File: src/priority_control_5_pkg.sv
// priority_control_5_pkg: offsets, field layout, reset values and level codes
// for the priority control 5 register block; shared by all design files.
package priority_control_5_pkg;
  localparam int ADDR_W        = 4;
  localparam int DATA_W        = 16;
  localparam int PRIO_W        = 3;
  localparam int NUM_SRC       = 4;
  localparam logic [ADDR_W-1:0] PRIO_CTRL5_OFS = 4'h0;
  // field low bit positions
  localparam int CAP8_LSB      = 12;
  localparam int CAP7_LSB      = 8;
  localparam int CONV2_LSB     = 4;
  localparam int EXT1_LSB      = 0;
  // source indices
  localparam int SRC_EXT1      = 0;
  localparam int SRC_CONV2     = 1;
  localparam int SRC_CAP7      = 2;
  localparam int SRC_CAP8      = 3;
  // level codes
  localparam logic [PRIO_W-1:0] LEVEL_OFF  = 3'h0;
  localparam logic [PRIO_W-1:0] LEVEL_MIN  = 3'h1;
  localparam logic [PRIO_W-1:0] LEVEL_MAX  = 3'h7;
  localparam logic [PRIO_W-1:0] FIELD_RST  = 3'h4;
  localparam logic [DATA_W-1:0] REG_RST    = 16'h4444;
  localparam logic [DATA_W-1:0] IMPL_MASK  = 16'h7777;
endpackage

File: src/priority_control_5_prio_field.sv
// priority_control_5_prio_field: one 3-bit priority field with its level decode.
// assumes a synchronous active-low reset and a one-cycle write strobe.
`timescale 1ns/10ps
module priority_control_5_prio_field
(
  // clock and reset
  input  wire logic                        clk,
  input  wire logic                        rst_b,
  // write side
  input  wire logic                        wrEn,
  input  wire logic [priority_control_5_pkg::PRIO_W-1:0] wrData,
  // source request
  input  wire logic                        srcReq,
  // outputs
  output logic      [priority_control_5_pkg::PRIO_W-1:0] fieldVal,
  output logic      [priority_control_5_pkg::PRIO_W-1:0] reqLevel
);
  import priority_control_5_pkg::*;

  logic [PRIO_W-1:0] field_ff;
  logic [PRIO_W-1:0] nxt_field;

  // next field value
  assign nxt_field = wrEn ? wrData : field_ff;

  // field storage, reset to level four
  always_ff @(posedge clk)
  begin
    if (!rst_b)
      field_ff <= FIELD_RST;
    else
      field_ff <= nxt_field;
  end

  // code equals level; zero masks the source entirely
  assign fieldVal = field_ff;
  assign reqLevel = (srcReq && field_ff != LEVEL_OFF) ? field_ff : LEVEL_OFF;
endmodule

File: src/priority_control_5_prio_ctrl.sv
// priority_control_5_prio_ctrl: priority control 5 register with four source fields.
// assumes a plain strobe register port; read data follow one cycle later.
//
// Contract
// - unimplemented bits 15, 11, 7, 3 read zero and ignore writes.
// - capture channel 8 priority field sits in bits 14 to 12.
// - capture channel 7 priority field sits in bits 10 to 8.
// - field code 7 gives its source level seven, the highest.
// - field code 1 gives level one; codes two to six map linearly.
// - field code 0 never takes or presents its source.
// - converter 2 done priority field sits in bits 6 to 4.
//
// The register addresses and the address-and-strobe port were decided locally.
`timescale 1ns/10ps
module priority_control_5_prio_ctrl
(
  // clock and reset
  input  wire logic                         clk,
  input  wire logic                         rst_b,
  // register port
  input  wire logic [priority_control_5_pkg::ADDR_W-1:0]  regAddr,
  input  wire logic [priority_control_5_pkg::DATA_W-1:0]  regWrData,
  input  wire logic                         regWrEn,
  input  wire logic                         regRdEn,
  output logic      [priority_control_5_pkg::DATA_W-1:0]  regRdData,
  // source requests: [0] ext1, [1] conv2, [2] cap7, [3] cap8
  input  wire logic [priority_control_5_pkg::NUM_SRC-1:0] srcReq,
  // field values to the arbiter
  output logic      [priority_control_5_pkg::PRIO_W-1:0]  capture8_priority,
  output logic      [priority_control_5_pkg::PRIO_W-1:0]  capture7_priority,
  output logic      [priority_control_5_pkg::PRIO_W-1:0]  converter2_done_priority,
  output logic      [priority_control_5_pkg::PRIO_W-1:0]  external_irq1_priority,
  // masked per-source levels, zero when not presented
  output logic      [priority_control_5_pkg::PRIO_W-1:0]  cap8Level,
  output logic      [priority_control_5_pkg::PRIO_W-1:0]  cap7Level,
  output logic      [priority_control_5_pkg::PRIO_W-1:0]  conv2Level,
  output logic      [priority_control_5_pkg::PRIO_W-1:0]  ext1Level
);
  import priority_control_5_pkg::*;

  logic              hitReg;
  logic              wrHit;
  logic [DATA_W-1:0] regView;
  logic [DATA_W-1:0] rdData_ff;
  logic [DATA_W-1:0] nxt_rdData;

  // address decode; unmapped reads return zero
  assign hitReg     = (regAddr == PRIO_CTRL5_OFS);
  assign wrHit      = regWrEn && hitReg;
  assign nxt_rdData = (regRdEn && hitReg) ? regView : 16'h0000;

  // one instance per source; write data slices ignore the spare bits
  priority_control_5_prio_field u_cap8 (
    .clk      (clk),
    .rst_b    (rst_b),
    .wrEn     (wrHit),
    .wrData   (regWrData[CAP8_LSB +: PRIO_W]),
    .srcReq   (srcReq[SRC_CAP8]),
    .fieldVal (capture8_priority),
    .reqLevel (cap8Level)
  );
  priority_control_5_prio_field u_cap7 (
    .clk      (clk),
    .rst_b    (rst_b),
    .wrEn     (wrHit),
    .wrData   (regWrData[CAP7_LSB +: PRIO_W]),
    .srcReq   (srcReq[SRC_CAP7]),
    .fieldVal (capture7_priority),
    .reqLevel (cap7Level)
  );
  priority_control_5_prio_field u_conv2 (
    .clk      (clk),
    .rst_b    (rst_b),
    .wrEn     (wrHit),
    .wrData   (regWrData[CONV2_LSB +: PRIO_W]),
    .srcReq   (srcReq[SRC_CONV2]),
    .fieldVal (converter2_done_priority),
    .reqLevel (conv2Level)
  );
  priority_control_5_prio_field u_ext1 (
    .clk      (clk),
    .rst_b    (rst_b),
    .wrEn     (wrHit),
    .wrData   (regWrData[EXT1_LSB +: PRIO_W]),
    .srcReq   (srcReq[SRC_EXT1]),
    .fieldVal (external_irq1_priority),
    .reqLevel (ext1Level)
  );

  // register view; spare top bit of every nibble held at zero
  assign regView = {1'b0, capture8_priority, 1'b0, capture7_priority,
                    1'b0, converter2_done_priority, 1'b0, external_irq1_priority};

  // read data register, valid only the cycle after the strobe
  always_ff @(posedge clk)
  begin
    if (!rst_b)
      rdData_ff <= 16'h0000;
    else
      rdData_ff <= nxt_rdData;
  end
  assign regRdData = rdData_ff;

  // checks on the register port and on the level outputs;
  // the arbiter trusts these outputs blindly, so they are guarded here
  property p_spare_zero;
    @(posedge clk) disable iff (!rst_b)
      (regRdData & ~IMPL_MASK) == 16'h0000;
  endproperty
  a_spare_zero: assert property (p_spare_zero) else $error("spare bit read nonzero");

  property p_cap8_write;
    @(posedge clk) disable iff (!rst_b)
      wrHit |=> capture8_priority == $past(regWrData[14:12]);
  endproperty
  a_cap8_write: assert property (p_cap8_write) else $error("cap8 field not written");

  property p_cap7_read;
    @(posedge clk) disable iff (!rst_b)
      (regRdEn && hitReg) |=> regRdData[10:8] == $past(capture7_priority);
  endproperty
  a_cap7_read: assert property (p_cap7_read) else $error("cap7 field read wrong");

  property p_level_max;
    @(posedge clk) disable iff (!rst_b)
      (srcReq[SRC_CAP8] && capture8_priority == LEVEL_MAX) |-> cap8Level == 3'h7;
  endproperty
  a_level_max: assert property (p_level_max) else $error("code 7 not level 7");

  property p_level_linear;
    @(posedge clk) disable iff (!rst_b)
      (srcReq[SRC_CAP7] && capture7_priority != LEVEL_OFF) |-> cap7Level == capture7_priority;
  endproperty
  a_level_linear: assert property (p_level_linear) else $error("level not linear");

  property p_off_masks;
    @(posedge clk) disable iff (!rst_b)
      (conv2Level != LEVEL_OFF) |-> (srcReq[SRC_CONV2] && converter2_done_priority != LEVEL_OFF);
  endproperty
  a_off_masks: assert property (p_off_masks) else $error("disabled source presented");

  property p_conv2_write;
    @(posedge clk) disable iff (!rst_b)
      wrHit ##1 (regRdEn && hitReg) |=> regRdData[6:4] == $past(regWrData[6:4], 2);
  endproperty
  a_conv2_write: assert property (p_conv2_write) else $error("conv2 field round trip");

  // reset checks run without a disable, so the reset cycle itself is covered
  property p_reset_val;
    @(posedge clk)
      !rst_b |=> regView == REG_RST;
  endproperty
  a_reset_val: assert property (p_reset_val) else $error("reset value wrong");

  property p_reset_fields;
    @(posedge clk)
      !rst_b |=> (capture8_priority == FIELD_RST && capture7_priority == FIELD_RST &&
        converter2_done_priority == FIELD_RST && external_irq1_priority == FIELD_RST);
  endproperty
  a_reset_fields: assert property (p_reset_fields) else $error("field reset wrong");

  property p_reset_rd;
    @(posedge clk)
      !rst_b |=> regRdData == 16'h0000;
  endproperty
  a_reset_rd: assert property (p_reset_rd) else $error("read data not cleared");

  // spare bits: the stored word is the written word with spares dropped
  property p_spare_wr_ignored;
    @(posedge clk) disable iff (!rst_b)
      wrHit |=> regView == ($past(regWrData) & IMPL_MASK);
  endproperty
  a_spare_wr_ignored: assert property (p_spare_wr_ignored) else $error("spare written");

  property p_rd_word;
    @(posedge clk) disable iff (!rst_b)
      (regRdEn && hitReg) |=> regRdData == $past(regView);
  endproperty
  a_rd_word: assert property (p_rd_word) else $error("read word wrong");

  // field placement: each field takes its own slice and holds between writes;
  // a field that moves without a write would silently reorder the arbiter
  property p_cap8_hold;
    @(posedge clk) disable iff (!rst_b)
      !wrHit |=> $stable(capture8_priority);
  endproperty
  a_cap8_hold: assert property (p_cap8_hold) else $error("cap8 field moved");

  property p_cap8_read;
    @(posedge clk) disable iff (!rst_b)
      (regRdEn && hitReg) |=> regRdData[CAP8_LSB +: PRIO_W] == $past(capture8_priority);
  endproperty
  a_cap8_read: assert property (p_cap8_read) else $error("cap8 field read wrong");

  property p_cap7_write;
    @(posedge clk) disable iff (!rst_b)
      wrHit |=> capture7_priority == $past(regWrData[CAP7_LSB +: PRIO_W]);
  endproperty
  a_cap7_write: assert property (p_cap7_write) else $error("cap7 field not written");

  property p_cap7_hold;
    @(posedge clk) disable iff (!rst_b)
      !wrHit |=> $stable(capture7_priority);
  endproperty
  a_cap7_hold: assert property (p_cap7_hold) else $error("cap7 field moved");

  property p_conv2_land;
    @(posedge clk) disable iff (!rst_b)
      wrHit |=> converter2_done_priority == $past(regWrData[CONV2_LSB +: PRIO_W]);
  endproperty
  a_conv2_land: assert property (p_conv2_land) else $error("conv2 field not written");

  property p_conv2_hold;
    @(posedge clk) disable iff (!rst_b)
      !wrHit |=> $stable(converter2_done_priority);
  endproperty
  a_conv2_hold: assert property (p_conv2_hold) else $error("conv2 field moved");

  property p_conv2_read;
    @(posedge clk) disable iff (!rst_b)
      (regRdEn && hitReg) |=> regRdData[CONV2_LSB +: PRIO_W] == $past(converter2_done_priority);
  endproperty
  a_conv2_read: assert property (p_conv2_read) else $error("conv2 field read wrong");

  // level encoding: code equals level, so the arbiter compares fields directly
  property p_cap7_max;
    @(posedge clk) disable iff (!rst_b)
      (srcReq[SRC_CAP7] && capture7_priority == LEVEL_MAX) |-> cap7Level == 3'h7;
  endproperty
  a_cap7_max: assert property (p_cap7_max) else $error("cap7 code 7 not level 7");

  property p_conv2_max;
    @(posedge clk) disable iff (!rst_b)
      (srcReq[SRC_CONV2] && converter2_done_priority == LEVEL_MAX) |-> conv2Level == 3'h7;
  endproperty
  a_conv2_max: assert property (p_conv2_max) else $error("conv2 code 7 not level 7");

  property p_ext1_max;
    @(posedge clk) disable iff (!rst_b)
      (srcReq[SRC_EXT1] && external_irq1_priority == LEVEL_MAX) |-> ext1Level == 3'h7;
  endproperty
  a_ext1_max: assert property (p_ext1_max) else $error("ext1 code 7 not level 7");

  property p_cap8_linear;
    @(posedge clk) disable iff (!rst_b)
      (srcReq[SRC_CAP8] && capture8_priority != LEVEL_OFF) |-> cap8Level == capture8_priority;
  endproperty
  a_cap8_linear: assert property (p_cap8_linear) else $error("cap8 level not linear");

  property p_conv2_linear;
    @(posedge clk) disable iff (!rst_b)
      (srcReq[SRC_CONV2] && converter2_done_priority != LEVEL_OFF) |->
        conv2Level == converter2_done_priority;
  endproperty
  a_conv2_linear: assert property (p_conv2_linear) else $error("conv2 level not linear");

  property p_ext1_linear;
    @(posedge clk) disable iff (!rst_b)
      (srcReq[SRC_EXT1] && external_irq1_priority != LEVEL_OFF) |->
        ext1Level == external_irq1_priority;
  endproperty
  a_ext1_linear: assert property (p_ext1_linear) else $error("ext1 level not linear");

  // lowest enabled code must still present its source at level one
  property p_cap8_min;
    @(posedge clk) disable iff (!rst_b)
      (srcReq[SRC_CAP8] && capture8_priority == LEVEL_MIN) |-> cap8Level == 3'h1;
  endproperty
  a_cap8_min: assert property (p_cap8_min) else $error("cap8 code 1 not level 1");

  property p_cap7_min;
    @(posedge clk) disable iff (!rst_b)
      (srcReq[SRC_CAP7] && capture7_priority == LEVEL_MIN) |-> cap7Level == 3'h1;
  endproperty
  a_cap7_min: assert property (p_cap7_min) else $error("cap7 code 1 not level 1");

  property p_conv2_min;
    @(posedge clk) disable iff (!rst_b)
      (srcReq[SRC_CONV2] && converter2_done_priority == LEVEL_MIN) |-> conv2Level == 3'h1;
  endproperty
  a_conv2_min: assert property (p_conv2_min) else $error("conv2 code 1 not level 1");

  property p_ext1_min;
    @(posedge clk) disable iff (!rst_b)
      (srcReq[SRC_EXT1] && external_irq1_priority == LEVEL_MIN) |-> ext1Level == 3'h1;
  endproperty
  a_ext1_min: assert property (p_ext1_min) else $error("ext1 code 1 not level 1");

  // disabled fields: a zero code hides the source even while it requests
  property p_cap8_off;
    @(posedge clk) disable iff (!rst_b)
      (capture8_priority == LEVEL_OFF || !srcReq[SRC_CAP8]) |-> cap8Level == LEVEL_OFF;
  endproperty
  a_cap8_off: assert property (p_cap8_off) else $error("cap8 presented while off");

  property p_cap7_off;
    @(posedge clk) disable iff (!rst_b)
      (capture7_priority == LEVEL_OFF || !srcReq[SRC_CAP7]) |-> cap7Level == LEVEL_OFF;
  endproperty
  a_cap7_off: assert property (p_cap7_off) else $error("cap7 presented while off");

  property p_ext1_off;
    @(posedge clk) disable iff (!rst_b)
      (external_irq1_priority == LEVEL_OFF || !srcReq[SRC_EXT1]) |-> ext1Level == LEVEL_OFF;
  endproperty
  a_ext1_off: assert property (p_ext1_off) else $error("ext1 presented while off");

  property p_no_req_zero;
    @(posedge clk) disable iff (!rst_b)
      (srcReq == 4'h0) |-> (cap8Level | cap7Level | conv2Level | ext1Level) == LEVEL_OFF;
  endproperty
  a_no_req_zero: assert property (p_no_req_zero) else $error("level without request");
endmodule

File: config.mk
export PLATFORM = sky130hd
export DESIGN_NAME = priority_control_5_prio_ctrl
export DESIGN_NICKNAME = d
export VERILOG_FILES = /design/src/priority_control_5_pkg.sv /design/src/priority_control_5_prio_field.sv /design/src/priority_control_5_prio_ctrl.sv
export SDC_FILE = /design/constraint.sdc
export NUM_CORES = 1
export LEC_CHECK = 0
export BUFFER_PORTS_ARGS = -buffer_cell sky130_fd_sc_hd__buf_4
export CAP_MARGIN = 20
export CORE_MARGIN = 10
export CORE_UTILIZATION = 39
export CTS_BUF_LIST = sky130_fd_sc_hd__clkbuf_16
export DETAILED_ROUTE_END_ITERATION = 10
export GPL_TIMING_DRIVEN = 0
export MAX_ROUTING_LAYER = met4
export PLACE_DENSITY = 0.77
export SKIP_CTS_REPAIR_TIMING = 1
export SLEW_MARGIN = 20
export SYNTH_ARGS = -nofsm -noshare
export SYNTH_HDL_FRONTEND = slang
export SYNTH_SLANG_ARGS = --single-unit
File: constraint.sdc
create_clock -name clk -period 1.2 [get_ports clk]
set_input_delay 0.06 -clock clk [delete_from_list [all_inputs] [get_ports clk]]
set_output_delay 0.06 -clock clk [all_outputs]
set_load 0.01 [all_outputs]
==> impl_metrics.py <==
metrics = {
    "power": {
        "power_leakage_uw": 0.000752,
        "peakVddDrop_uv": 583,
        "p_clk_share_pct": 42.2,
        "swShare_pct": 20.4,
        "power.share.sequential_pct": 48.0,
        "p_switching_uw": 344,
        "power_frac_comb_pct": 9.9,
        "p_per_area_nw_per_um2": 1120,
        "p_int_uw": 1350,
    },
    "floorplanning": {
        "die_height_um": 69.2,
        "core_sq_um": 2250,
        "dieWidth_um": 69.2,
        "start_util_pct": 41.8,
        "std_cell_rows": 17,
        "io_pins": 68,
        "dieArea_sq_um": 4790,
    },
    "hold_path": {
        "hp-class": "primary input to flip-flop",
    },
    "worst_setup_path": {
        "cp-end-kind": "flip-flop",
        "crit_type": "primary input to flip-flop",
        "worstPathRequired_ns": 1.38,
        "cp.arrival_ns": 1.24,
        "cp-start-kind": "primary input",
        "critPathMaxFanout": 10,
    },
    "timing": {
        "rsz0062_at_grt": "false",
        "final-max-slew-violation-count": 0,
        "finalClockSkew_ns": 0.000899,
        "fin_hold_ws_ns": 0.0508,
        "hold_viol": 0,
        "fmaxAchievable_mhz": 940,
        "setup_viol": 0,
        "period_minus_slack_ns": 1.06,
        "min_period_over_period_pct": 88.7,
    },
    "clock_tree": {
        "cts_sinks": 24,
        "clk_pin_slew_ns": 0.06,
        "cts-root-buf": "clkbuf_16",
        "cts_tree": "yes",
        "clockBufferDepth": 2,
        "cts_made_buffers": 3,
        "h-tree-depth": 1,
        "insertion_delay_ns": 0.25,
    },
    "detailed_routing": {
        "drt-total-wl_um": 2800,
        "ant_nets": 0,
        "drtPass1Iterations": 3,
        "via_per_inst": 4.40,
        "wl_per_cell_um": 14.6,
        "drc": 0,
        "drt_iter0_markers": 12,
        "vias": 841,
    },
    "grt": {
        "antenna_found_initial": 0,
        "grt_overflow": 0,
        "grt_use_met1_pct": 13.2,
        "grt.busiest_layer": "met2",
        "globalRouteTotalUtil_pct": 11.8,
        "grt_max_degree": 14,
        "use_met2_pct": 20.5,
        "met3_usage_pct": 1.85,
        "grt_pass1_wl_um": 4610,
        "grt_pass1_vias": 904,
    },
    "place": {
        "place_area_sq_um": 1430,
        "io_buffers": 59,
        "gp_congestion": 0.700,
        "dp_hpwl_um": 2310,
    },
    "synth": {
        "yosysSeqAreaShare_pct": 50.9,
        "synth-seq-cells": 24,
        "syn_area_per_cell_sq_um": 9.73,
        "yosysUniqueCellTypes": 14,
        "synth_area_sq_um": 943,
        "yosysWarnings": 0,
        "postSynthCellCount": 97,
    },
    "status": {
        "status": "finished, final reports clean",
    },
    "cells_and_area": {
        "syn2layout_area_growth_pct": 60.2,
        "drive_above_1_share_pct": 42.9,
        "n_antenna_cell": 0,
        "finish.instance_area_sq_um": 1510,
        "fin_nets": 192,
    },
    "run": {
        "max_cap_violations": 0,
    },
}
-- critical path, stage by stage --
cell     delay [ns]
buf_4          0.12
nor4_4         0.42
and2_1         0.18
buf_4          0.13
buf_12         0.13
mux2i_1        0.20
-- Yosys cell counts --
library cell / instances / area share, %
o211ai_1: 4 / 3.2
and3_1: 1 / 0.66
and2_1: 25 / 17
buf_12: 1 / 2.1
buf_4: 5 / 4.0
conb_1: 1 / 0.40
inv_1: 4 / 1.6
mux2i_1: 8 / 8.5
nand3_1: 4 / 2.1
clkbuf_1: 2 / 0.80
nand2_1: 16 / 6.4
nor4_4: 1 / 2.3
buf_2: 1 / 0.53
dfxtp_1: 24 / 51
-- final timing paths --
| check | startpoint | to | slack (ns) | depth (start not counted) |
|---|---|---|---|---|
| worst max-delay path | regAddr[1] | u_cap7.fieldVal[1] | 0.14 | 6 |
| worst min-delay path | regWrData[2] | u_ext1.fieldVal[2] | 0.05 | 3 |
| worst min register to register | u_cap8.fieldVal[0] | u_cap8.fieldVal[0] | 0.48 | 2 |
| worst max register to register | u_cap7.fieldVal[2] | u_cap7.fieldVal[2] | 0.51 | 2 |
-- per-stage QoR --
stage / util, % / std cells / total power [uW] / setup WS (ns) / setup TNS [ns]
6_report: 67.0 / 191 / 1690 / 0.136 / 0
5_1_grt: 67.0 / 191 / 1760 / 0.0697 / 0
2_1_floorplan: - / 100 / 890 / 0.168 / 0
3_5_place_dp: 63.5 / 187 / 995 / -0.0879 / -1.07
3_3_place_gp: 63.5 / 187 / 990 / -0.0764 / -0.715
4_1_cts: 67.0 / 191 / 1690 / 0.108 / 0
-- cell families after synthesis --
group / synth area share (%)
AO/OA/AOI/OAI: 3.18
buffers and inverters: 9.02
AND/OR/NAND/NOR: 28.0
multiplexers: 8.49
other: 0.397
flip-flops: 50.9
-- layout by cell type (no fill, tap or decap) --
cell type	synthesis	final
and2_1	25	25
and3_1	1	1
buf_12	1	1
buf_2	1	1
buf_4	5	64
clkbuf_1	2	2
clkbuf_16	0	3
clkinv_1	0	1
conb_1	1	4
dfxtp_1	24	24
inv_1	4	4
mux2i_1	8	8
nand2_1	16	16
nand3_1	4	4
nor4_4	1	1
o211ai_1	4	4
-- flip-flops by register name (all words and copies together) (netlist names) --
name and flops:
u_cap8.fieldVal 3, u_ext1.fieldVal 3, u_conv2.fieldVal 3, regRdData 12, u_cap7.fieldVal 3
-- per-layer routing --
layer  wire (um)  vias up
met5           0        -
met4          42        0
met3         113        4
met2        1410       39
met1        1230      370
li1            -      428
-- layout make-up --
| cell class | instances | area, sq um |
|---|---|---|
| fillers | 212 | 743 |
| flip-flops and latches | 24 | 480 |
| repair buffers | 59 | 443 |
| multi-input cells | 63 | 389 |
| clock buffers | 3 | 75.1 |
| plain buffers | 9 | 70.1 |
| well taps | 28 | 35.0 |
| inverters | 4 | 15.0 |
| clock inverters | 1 | 3.75 |
-- power groups by stage --
stage | clock [uW] | sequential (uW) | combinational [uW]
floorplan | 0 | 831 | 59.2
global placement | 0 | 828 | 162
detailed placement | 0 | 828 | 166
CTS | 711 | 811 | 168
global route | 765 | 811 | 182
finish | 713 | 811 | 167
Note: power is estimated with default switching activity, not from simulation.
